### config.mk
export PLATFORM = sky130hd
export DESIGN_NAME = gpo_port
export DESIGN_NICKNAME = d
export VERILOG_FILES = /design/src/core/gpo_pkg.sv /design/src/core/gpo_port.sv /design/src/core/gpo_pin_cell.sv
export SDC_FILE = /design/constraint.sdc
export NUM_CORES = 1
export LEC_CHECK = 0
export BUFFER_PORTS_ARGS = -buffer_cell sky130_fd_sc_hd__buf_2
export CELL_PAD_IN_SITES_DETAIL_PLACEMENT = 1
export CELL_PAD_IN_SITES_GLOBAL_PLACEMENT = 1
export CORE_MARGIN = 4
export CORE_UTILIZATION = 25
export CTS_BUF_LIST = sky130_fd_sc_hd__clkbuf_16
export CTS_CLUSTER_DIAMETER = 80
export CTS_CLUSTER_SIZE = 12
export DETAILED_ROUTE_END_ITERATION = 10
export HOLD_SLACK_MARGIN = 0.08
export PLACE_DENSITY_LB_ADDON = 0.1
export SYNTH_ARGS = -nofsm -noshare
export SYNTH_HDL_FRONTEND = slang
export SYNTH_SLANG_ARGS = --single-unit
### constraint.sdc
create_clock -name sys_clk_i -period 2.58 [get_ports sys_clk_i]
set_clock_uncertainty 0.1 [all_clocks]
set_input_delay 0.387 -clock sys_clk_i [delete_from_list [all_inputs] [get_ports sys_clk_i]]
set_output_delay 0.387 -clock sys_clk_i [all_outputs]
set_load 0.01 [all_outputs]
### src/core/gpo_pkg.sv
// Constants for the 8-bit open-drain capable general-purpose port
//
// Functional notes
// - Per-bit direction; cleared bit means output mode
// - Output pins follow port data latch immediately
// - Latch read returns pin level for inputs
// - Latch read returns stored value for outputs
// - Per-pin pull-up, connected only when bit set
// - Per-pin push-pull or open-drain; cleared is push-pull
// - Reset returns every pin to input mode
// - Alternate output ORed with latch bit on pin
// - Control registers accept bit or byte access
// - Pin n carries realtime bit n or address n+5
package gpo_pkg;

	// ==================================================================
	// Widths
	localparam int unsigned ADDR_W   = 32;
	localparam int unsigned DATA_W   = 32;
	localparam int unsigned PORT_W   = 8;
	localparam int unsigned BSEL_W   = 3;

	// ==================================================================
	// Register byte addresses
	localparam logic [31:0] OFS_PIN_DIRECTION  = 32'hfffff034;
	localparam logic [31:0] OFS_PULLUP_ENABLE  = 32'hfffff094;
	localparam logic [31:0] OFS_OPEN_DRAIN_SEL = 32'hfffff0b4;
	localparam logic [31:0] OFS_PORT_DATA      = 32'hfffff014;
	localparam logic [31:0] OFS_ADDR_OUT_MODE  = 32'hfffff064;
	localparam logic [31:0] OFS_RT_OUT_SELECT  = 32'hfffff0d4;

	// ==================================================================
	// Values after reset
	localparam logic [7:0] RST_PIN_DIRECTION  = 8'hff;
	localparam logic [7:0] RST_PULLUP_ENABLE  = 8'h00;
	localparam logic [7:0] RST_OPEN_DRAIN_SEL = 8'h00;
	localparam logic [7:0] RST_PORT_DATA      = 8'h00;
	localparam logic [7:0] RST_ADDR_OUT_MODE  = 8'h00;
	localparam logic [7:0] RST_RT_OUT_SELECT  = 8'h00;

	// ==================================================================
	// Misc
	localparam logic [31:0] RD_UNMAPPED       = 32'h00000000;
	localparam int unsigned ADDR_BIT_BASE     = 5;

endpackage

### src/core/gpo_port.sv
// Eight-bit general-purpose port with pull-up and open-drain control
`timescale 1ns/1ps

module gpo_port #(
	parameter int unsigned WIDTH = 8
) (
	// Clock and reset
	input  wire logic                          sys_clk_i,
	input  wire logic                          rst_n_i,
	// Register port
	input  wire logic [gpo_pkg::ADDR_W-1:0]    addr_i,
	input  wire logic [gpo_pkg::DATA_W-1:0]    wdata_i,
	input  wire logic                          wr_i,
	input  wire logic                          rd_i,
	input  wire logic                          bit_acc_i,
	input  wire logic [gpo_pkg::BSEL_W-1:0]    bit_sel_i,
	output logic      [gpo_pkg::DATA_W-1:0]    rdata_o,
	// Alternate function sources
	input  wire logic [WIDTH-1:0]              rt_out_i,
	input  wire logic [WIDTH-1:0]              ext_addr_i,
	// Pins
	input  wire logic [WIDTH-1:0]              pin_in_i,
	output logic      [WIDTH-1:0]              pin_out_o,
	output logic      [WIDTH-1:0]              pin_oe_o,
	output logic      [WIDTH-1:0]              pin_pullup_o
);

	// ==================================================================
	// Helpers

	// Bit access replaces one bit, byte access the whole byte
	function automatic logic [7:0] merge_wr(
		input logic [7:0]                   old_v,
		input logic [7:0]                   new_v,
		input logic                         bit_acc,
		input logic [gpo_pkg::BSEL_W-1:0]   sel
	);
		logic [7:0] mask;
		mask = bit_acc ? (8'h01 << sel) : 8'hff;
		return (old_v & ~mask) | (new_v & mask);
	endfunction

	// Bit read shows only the selected bit, others zero
	function automatic logic [7:0] mask_rd(
		input logic [7:0]                   val,
		input logic                         bit_acc,
		input logic [gpo_pkg::BSEL_W-1:0]   sel
	);
		logic [7:0] mask;
		mask = bit_acc ? (8'h01 << sel) : 8'hff;
		return val & mask;
	endfunction

	// ==================================================================
	// Registers
	logic [7:0]                  dir_ff;
	logic [7:0]                  pu_ff;
	logic [7:0]                  od_ff;
	logic [7:0]                  latch_ff;
	logic [7:0]                  amode_ff;
	logic [7:0]                  rtsel_ff;
	logic [gpo_pkg::DATA_W-1:0]  rdata_ff;

	logic [7:0]                  nxt_dir;
	logic [7:0]                  nxt_pu;
	logic [7:0]                  nxt_od;
	logic [7:0]                  nxt_latch;
	logic [7:0]                  nxt_amode;
	logic [7:0]                  nxt_rtsel;
	logic [gpo_pkg::DATA_W-1:0]  nxt_rdata;

	// ==================================================================
	// Address decode
	wire logic sel_dir;
	wire logic sel_pu;
	wire logic sel_od;
	wire logic sel_latch;
	wire logic sel_amode;
	wire logic sel_rtsel;
	wire logic [7:0] wbyte;

	assign sel_dir   = (addr_i == gpo_pkg::OFS_PIN_DIRECTION);
	assign sel_pu    = (addr_i == gpo_pkg::OFS_PULLUP_ENABLE);
	assign sel_od    = (addr_i == gpo_pkg::OFS_OPEN_DRAIN_SEL);
	assign sel_latch = (addr_i == gpo_pkg::OFS_PORT_DATA);
	assign sel_amode = (addr_i == gpo_pkg::OFS_ADDR_OUT_MODE);
	assign sel_rtsel = (addr_i == gpo_pkg::OFS_RT_OUT_SELECT);
	assign wbyte     = wdata_i[7:0];

	// ==================================================================
	// Next register values
	// Writes to unmapped addresses fall through and change nothing
	assign nxt_dir   = (wr_i && sel_dir)   ? merge_wr(dir_ff, wbyte, bit_acc_i, bit_sel_i)   : dir_ff;
	assign nxt_pu    = (wr_i && sel_pu)    ? merge_wr(pu_ff, wbyte, bit_acc_i, bit_sel_i)    : pu_ff;
	assign nxt_od    = (wr_i && sel_od)    ? merge_wr(od_ff, wbyte, bit_acc_i, bit_sel_i)    : od_ff;
	assign nxt_latch = (wr_i && sel_latch) ? merge_wr(latch_ff, wbyte, bit_acc_i, bit_sel_i) : latch_ff;
	assign nxt_amode = (wr_i && sel_amode) ? merge_wr(amode_ff, wbyte, bit_acc_i, bit_sel_i) : amode_ff;
	assign nxt_rtsel = (wr_i && sel_rtsel) ? merge_wr(rtsel_ff, wbyte, bit_acc_i, bit_sel_i) : rtsel_ff;

	// ==================================================================
	// Read path
	wire logic [7:0] latch_view;
	wire logic [7:0] rd_byte;
	wire logic       rd_hit;

	// Inputs show the pin, outputs show the latch
	assign latch_view = (pin_in_i & dir_ff) | (latch_ff & ~dir_ff);

	assign rd_byte = sel_dir   ? dir_ff     :
	                 sel_pu    ? pu_ff      :
	                 sel_od    ? od_ff      :
	                 sel_latch ? latch_view :
	                 sel_amode ? amode_ff   :
	                 sel_rtsel ? rtsel_ff   : 8'h00;
	assign rd_hit  = sel_dir | sel_pu | sel_od | sel_latch | sel_amode | sel_rtsel;

	// Data valid only in the cycle after the strobe
	assign nxt_rdata = !rd_i   ? gpo_pkg::RD_UNMAPPED :
	                   !rd_hit ? gpo_pkg::RD_UNMAPPED :
	                   {24'h000000, mask_rd(rd_byte, bit_acc_i, bit_sel_i)};

	// ==================================================================
	// Register update
	// Direction resets to all ones so every pin starts as input
	always_ff @(posedge sys_clk_i) begin
		if (!rst_n_i) begin
			dir_ff   <= gpo_pkg::RST_PIN_DIRECTION;
			pu_ff    <= gpo_pkg::RST_PULLUP_ENABLE;
			od_ff    <= gpo_pkg::RST_OPEN_DRAIN_SEL;
			latch_ff <= gpo_pkg::RST_PORT_DATA;
			amode_ff <= gpo_pkg::RST_ADDR_OUT_MODE;
			rtsel_ff <= gpo_pkg::RST_RT_OUT_SELECT;
			rdata_ff <= gpo_pkg::RD_UNMAPPED;
		end else begin
			dir_ff   <= nxt_dir;
			pu_ff    <= nxt_pu;
			od_ff    <= nxt_od;
			latch_ff <= nxt_latch;
			amode_ff <= nxt_amode;
			rtsel_ff <= nxt_rtsel;
			rdata_ff <= nxt_rdata;
		end
	end

	assign rdata_o = rdata_ff;

	// ==================================================================
	// Alternate function select
	// Address bits win over realtime bits when both are selected.
	// The alternate value reaches the pin only once software has
	// put that pin in output mode; nothing forces the direction.
	wire logic [WIDTH-1:0] alt_en;
	wire logic [WIDTH-1:0] alt_val;

	assign alt_en  = amode_ff | rtsel_ff;
	assign alt_val = (amode_ff & ext_addr_i) | (~amode_ff & rtsel_ff & rt_out_i);

	// ==================================================================
	// Pad cells
	genvar gi;
	generate
		for (gi = 0; gi < WIDTH; gi++) begin : g_pin
			gpo_pin_cell i_gpo_pin_cell (
				.dir_in_i  (dir_ff[gi]),
				.od_sel_i  (od_ff[gi]),
				.pu_en_i   (pu_ff[gi]),
				.latch_i   (latch_ff[gi]),
				.alt_en_i  (alt_en[gi]),
				.alt_val_i (alt_val[gi]),
				.pad_out_o (pin_out_o[gi]),
				.pad_oe_o  (pin_oe_o[gi]),
				.pad_pu_o  (pin_pullup_o[gi])
			);
		end
	endgenerate

	// ==================================================================
	// Checks
	// Expected pin value rebuilt from the registers, not from the
	// merge wires, so a slip in the select logic shows up here
	wire logic [WIDTH-1:0] exp_addr_term;
	wire logic [WIDTH-1:0] exp_rt_term;
	wire logic [WIDTH-1:0] exp_drive;

	assign exp_addr_term = amode_ff & ext_addr_i;
	assign exp_rt_term   = ~amode_ff & rtsel_ff & rt_out_i;
	assign exp_drive     = latch_ff | exp_addr_term | exp_rt_term;
endmodule

### src/core/gpo_pin_cell.sv
// One pad driver: push-pull or open-drain with alternate output merge
`timescale 1ns/1ps

module gpo_pin_cell (
	// Configuration
	input  wire logic dir_in_i,
	input  wire logic od_sel_i,
	input  wire logic pu_en_i,
	// Output sources
	input  wire logic latch_i,
	input  wire logic alt_en_i,
	input  wire logic alt_val_i,
	// Pad side
	output logic      pad_out_o,
	output logic      pad_oe_o,
	output logic      pad_pu_o
);

	// ==================================================================
	// Value merge
	wire logic alt_term;
	wire logic drive_val;
	wire logic out_mode;

	// Alternate output only counts while selected
	assign alt_term  = alt_en_i & alt_val_i;
	assign drive_val = latch_i | alt_term;
	assign out_mode  = ~dir_in_i;

	// ==================================================================
	// Pad drivers
	// Open-drain never drives high; the board or pull-up does that
	assign pad_out_o = od_sel_i ? 1'b0 : drive_val;
	assign pad_oe_o  = out_mode & (od_sel_i ? ~drive_val : 1'b1);
	assign pad_pu_o  = pu_en_i;

endmodule

==> flow_summary.json, run 1 <==
{
  "status": "finished clean",
  "grt_overflow": 0,
  "hold_violations": 0,
  "cp_cell_sequence": "buf_2 > or4b_1 > buf_4 > nor4_4 > nand3_4 > o211ai_1 > o31ai_2",
  "die_h_um": 130,
  "slowest_delay_ns": 0.53,
  "rrSetupSlack_ns": 1.21,
  "final_common_cell": "buf_2",
  "arrival_ns": 2.27,
  "cts_buffers": 5,
  "cp_data_required_time_ns": 2.67,
  "yosys.area.top_type": "dfxtp_1",
  "fin_tns_setup_ns": 0,
  "powerDensity_nw_per_um2": 411,
  "ys_warn_count": 0,
  "hold_path.class": "in2reg",
  "fmax_mhz": 459,
  "async_flop_share_pct": 0,
  "ctsHoldBuffers": 0,
  "ys_types": 51,
  "synth_ff_type": "dfxtp_1",
  "vias_per_cell": 4.91,
  "critPathKind": "in2reg",
  "ir_drop_v": 0.000201,
  "num_io_pins": 152,
  "ff2ff_path_depth": 5,
  "critPathCaptureType": "flip-flop",
  "antenna_left": 0,
  "final_area_um2": 4460,
  "wl_per_cell_um": 18.5,
  "cts_setup_buffers": 0,
  "grt_pass1_vias": 3791,
  "syn_to_final_growth_pct": 20.6,
  "grt_usage_pct": 16.3,
  "worst_pin_slew_ns": 0.754,
  "antenna_found_initial": 0,
  "rsz0062_at_grt": "false",
  "clock_sinks": 56,
  "grt_pass1_wl_mm": 21.2,
  "dp.final_hpwl_mm": 10.4,
  "clockBufferDepth": 2,
  "worstHoldStart": "wdata_i[6]",
  "finalCritPeriodShare_pct": 84.4,
  "antennaDiodeCount": 0,
  "cts_tree": "done",
  "drt_iter0_drc": 209,
  "cp_top_family": "simple AND/OR/NAND/NOR gates",
  "layout-drive-gt1-share_pct": 29.7,
  "cp_max_fo": 16,
  "die_area_um2": 16800,
  "io_buffers": 103,
  "synth_seq_cells": 56,
  "start_util_pct": 25.5,
  "cp-start-kind": "input pin",
  "drv_cap": 0,
  "cts.clk_slew.worst_paths_ns": 0.08,
  "grt_max_degree": 55,
  "p_leak_uw": 0.00194,
  "worst-path-buf-inv": 2,
  "num_vias": 3644,
  "mostFrequentLayoutCells": "103 x buf_2, 69 x nand2_1, 56 x dfxtp_1",
  "worstSkewPairLatency_ns": 0.30,
  "drc": 0,
  "cts_root_buffer": "clkbuf_16",
  "routabilityCongestion": 0.770,
  "drv_slew": 0,
  "die_x_um": 130,
  "firstDrtPassIters": 4,
  "synth-edff-count": 0,
  "syn_inst": 460,
  "setup_viol": 0,
  "netlist_area_um2": 3700,
  "min_path_cells": 3,
  "layout_min_cycle_time_ns": 2.18,
  "slew_headroom_pct": 49.1,
  "ys_seq_area_share_pct": 30.3,
  "ctsResizeCount": 0,
  "fillers": 1846,
  "rows": 44,
  "place_area_um2": 4310,
  "synth_top_area_share_pct": 30.3,
  "timing.rr.end": "rdata_o[5]",
  "crit_slowest_cell": "or4b_1",
  "yosys-top-cells-area": "dfxtp_1 30%, buf_4 9.7%, nand2_1 7.0%, mux2i_1 5.4%, o211ai_1 5.1%",
  "htreeDepth": 2,
  "syn_area_per_cell_um2": 8.04,
  "wl_mm": 13.7,
  "core_area_um2": 14500,
  "nets": 653
}
[routing by layer]
layer	global-route usage (%)	vias up	part of all wire, %
li1	-	1797	-
met1	22.1	1723	47
met2	26.8	111	46
met3	3.13	13	6.0
met4	3.85	0	1.3
met5	0	-	0
[synth_stat cells (3+ instances only)]
cell type	count
dfxtp_1	56
nand3_1	7
nor2b_1	6
a31oi_1	5
a21oi_1	21
clkbuf_1	13
o311ai_1	6
mux2i_1	20
o22ai_1	9
a211oi_1	11
nor4b_1	3
nand2b_1	5
o21ba_2	7
o21ai_0	11
and4_1	5
inv_1	20
nand4_1	3
nand2_1	69
buf_4	48
nor2_1	28
and2_1	7
buf_6	5
o31ai_1	25
o211ai_1	25
nor3b_1	3
o21ai_1	5
nor4_4	3
[per-stage QoR]
step / worst slack, ns / power [uW] / util, % / instances / hold WS, ns
CTS: 0.431 / 1860 / 30.7 / 742 / 0.269
global placement: 0.161 / 1130 / 29.7 / 734 / 0.373
floorplan: 0.458 / 1030 / - / 483 / 0.347
global route: 0.322 / 1910 / 30.7 / 742 / 0.290
finish: 0.403 / 1830 / 30.7 / 742 / 0.271
detailed placement: 0.107 / 1140 / 29.7 / 734 / 0.382
[logic make-up (layout without fill, tap and decap cells)]
logic type	after synthesis	count (layout)	share of synthesized area (%)
muxes	22	22	6.02
and+or+nand+nor	155	155	22.4
DFF	56	56	30.3
buffers and inverters	89	164	15.0
other	1	24	0.101
AOI/OAI and AO/OA	137	137	26.2
[how the worst max path moves through the flow]
stage / start / endpoint / slack [ns] / cells past startpoint
after floorplan: addr_i[1] / flip-flop / 0.46 / 7
after global placement: addr_i[1] / flip-flop / 0.16 / 7
after detailed placement: addr_i[1] / flip-flop / 0.11 / 7
after CTS: addr_i[1] / flip-flop / 0.43 / 7
after global routing: addr_i[5] / rdata_o[6] / 0.32 / 6
final: addr_i[1] / flip-flop / 0.40 / 7
[cell type report]
type	instances	area [um^2]	area share, %
sequential	56	1120	25.1
clock inverter	3	23.8	0.533
clock buffer	5	125	2.80
timing repair buffer	136	776	17.4
multi-input combinational	338	2110	47.3
inverter	20	75.1	1.68
tap	184	230	5.16
[worst reg2reg max path: stages (launching register included)]
cell	delay [ns]
dfxtp_1	0.44
mux2i_1	0.24
a21oi_1	0.09
o22ai_1	0.13
nand2_1	0.06
and4_1	0.19
[power breakdown]
group          total (uW)  leakage, uW  switching (uW)  internal [uW]
clock                 716    0.0000660             353            363
sequential            863     0.000451     0.000000106            863
combinational         253      0.00142             165           88.3
total                1830      0.00194             517           1310
Note: power is estimated with default switching activity, not from simulation.
==> inputs of run 2 (changes only) <==
Clock period 2.58 ns to 2.2 ns, I/O delays scaled along.
==> run 2 against run 1 <==
  * Count of clock-buffer cells in the layout is the same
  * Sequential share of layout area shrank 0.63 points
  * First-iteration DRC count shrank 36%
  * Global-route usage shrank 0.34 points
  * Non-clock buffer count grew 14
  * Critical path depth grew 1
  * Via count grew 2.4%
  * Setup slack lost 0.18 ns
  * Cell area grew 2.6%
  * Hold slack lost 0.053 ns
  * Flip-flop and latch count is the same
  * Highest routed layer unchanged
==> flow_summary.json, run 2 (same netlist as run 1, synthesis figures left out) <==
{
  "status": "finished clean",
  "p_clk_share_pct": 36.9,
  "wl_per_cell_um": 18.0,
  "routabilityCongestion": 0.814,
  "critPathCaptureType": "flip-flop",
  "clockBufferDepth": 2,
  "p_leak_uw": 0.00202,
  "die_area_um2": 16800,
  "setup_viol": 0,
  "multi_input_area_um2": 2110,
  "die_h_um": 130,
  "nets": 667,
  "start_util_pct": 25.5,
  "grt_max_degree": 32,
  "firstDrtPassIters": 4,
  "drt_iter0_drc": 134,
  "post-route-util_pct": 31.5,
  "ff2ff_path_depth": 5,
  "ctsResizeCount": 0,
  "layout-drive-gt1-share_pct": 31.2,
  "grt_usage_pct": 15.9,
  "ir_drop_v": 0.000243,
  "power_frac_comb_pct": 14.8,
  "clock_sinks": 56,
  "syn_to_final_growth_pct": 23.7,
  "drc": 0,
  "p_sw_uw": 557,
  "antenna_left": 0,
  "final_cells": 755,
  "rsz0062_at_grt": "false",
  "final_common_cell": "buf_2",
  "cts_root_buffer": "clkbuf_16",
  "seqCellArea_um2": 1120,
  "mostFrequentLayoutCells": "103 x buf_2, 69 x nand2_1, 56 x dfxtp_1",
  "ctsHoldBuffers": 0,
  "p_seq_share_pct": 48.3,
  "num_vias": 3730,
  "grt_overflow": 0,
  "slowest_delay_ns": 0.51,
  "fmax_mhz": 506,
  "drv_slew": 0,
  "layout_min_cycle_time_ns": 1.98,
  "antennaDiodeCount": 0,
  "cts_tree": "done",
  "finalCritPeriodShare_pct": 89.8,
  "cts_buffers": 5,
  "critPathKind": "in2reg",
  "vias_per_cell": 4.94,
  "fillers": 1816,
  "crit_slowest_cell": "or4b_1",
  "p_sw_share_pct": 26.6,
  "io_buffers": 103,
  "cp_max_fo": 8,
  "cp-start-kind": "input pin",
  "p_int_uw": 1540,
  "num_io_pins": 152,
  "dpl.cell_count": 748,
  "antenna_found_initial": 0,
  "die_x_um": 130,
  "arrival_ns": 2.04,
  "core_area_um2": 14500,
  "cts_setup_buffers": 0,
  "hold_violations": 0,
  "cp.depth": 8,
  "rows": 44,
  "cp_cell_sequence": "buf_2 > or4b_1 > buf_4 > nor4_4 > nand3_2 > buf_4 > o21ai_0 > o311ai_1",
  "worstSkewPairLatency_ns": 0.29,
  "dp.final_hpwl_mm": 10.8,
  "grt_pass1_vias": 3884,
  "cp_common_cell": "buf_4",
  "hold_path.class": "in2reg",
  "powerDensity_nw_per_um2": 458,
  "cp_top_family": "simple AND/OR/NAND/NOR gates",
  "htreeDepth": 2,
  "drv_cap": 0,
  "cts.clk_slew.worst_paths_ns": 0.07,
  "grt_pass1_wl_mm": 20.8,
  "worst-path-buf-inv": 3,
  "wl_mm": 13.6,
  "min_path_cells": 2,
  "cp_data_required_time_ns": 2.27
}
[run 2: metal layers]
| layer | routed length, um | up-vias | global-route usage [%] |
|---|---|---|---|
| met1 | 6390 | 1783 | 22.1 |
| met4 | 296 | 0 | 5.20 |
| met5 | 0 | - | 0 |
| li1 | - | 1822 | - |
| met3 | 753 | 17 | 2.72 |
| met2 | 6140 | 108 | 25.1 |
[run 2: final timing paths]
kind                                start         end  slack, ns
worst max-delay path            addr_i[1]   flip-flop       0.22
worst min-delay path              rst_n_i   flip-flop       0.22
worst max register to register  flip-flop  rdata_o[6]       0.78
worst min register to register  flip-flop   flip-flop       0.39
[run 2: power by group through the flow]
stage	sequential (uW)	clock (uW)	combinational, uW
detailed placement	1040	0	310
finish	1010	774	310
CTS	1010	803	311
floorplan	1040	0	177
global route	1010	836	341
global placement	1040	0	306
[run 2: cell type report]
class / instances / share of cell area [%]
Tap cell: 184 / 5.03
Inverter: 20 / 1.64
Sequential cell: 56 / 24.5
Multi-Input combinational cell: 338 / 46.1
Clock inverter: 2 / 0.191
Clock buffer: 5 / 2.73
Timing Repair Buffer: 150 / 19.8
[run 2: through the flow]
stage	total power [uW]	instance area, um^2	setup slack (ns)	hold slack, ns	TNS, ns
after detailed placement	1350	4440	-0.104	0.391	-1.47
after floorplan	1210	3790	0.135	0.347	0
final	2100	4580	0.224	0.218	0
after global placement	1340	4440	-0.123	0.378	-1.20
after global routing	2190	4580	0.101	0.218	0
after CTS	2130	4580	0.202	0.213	0
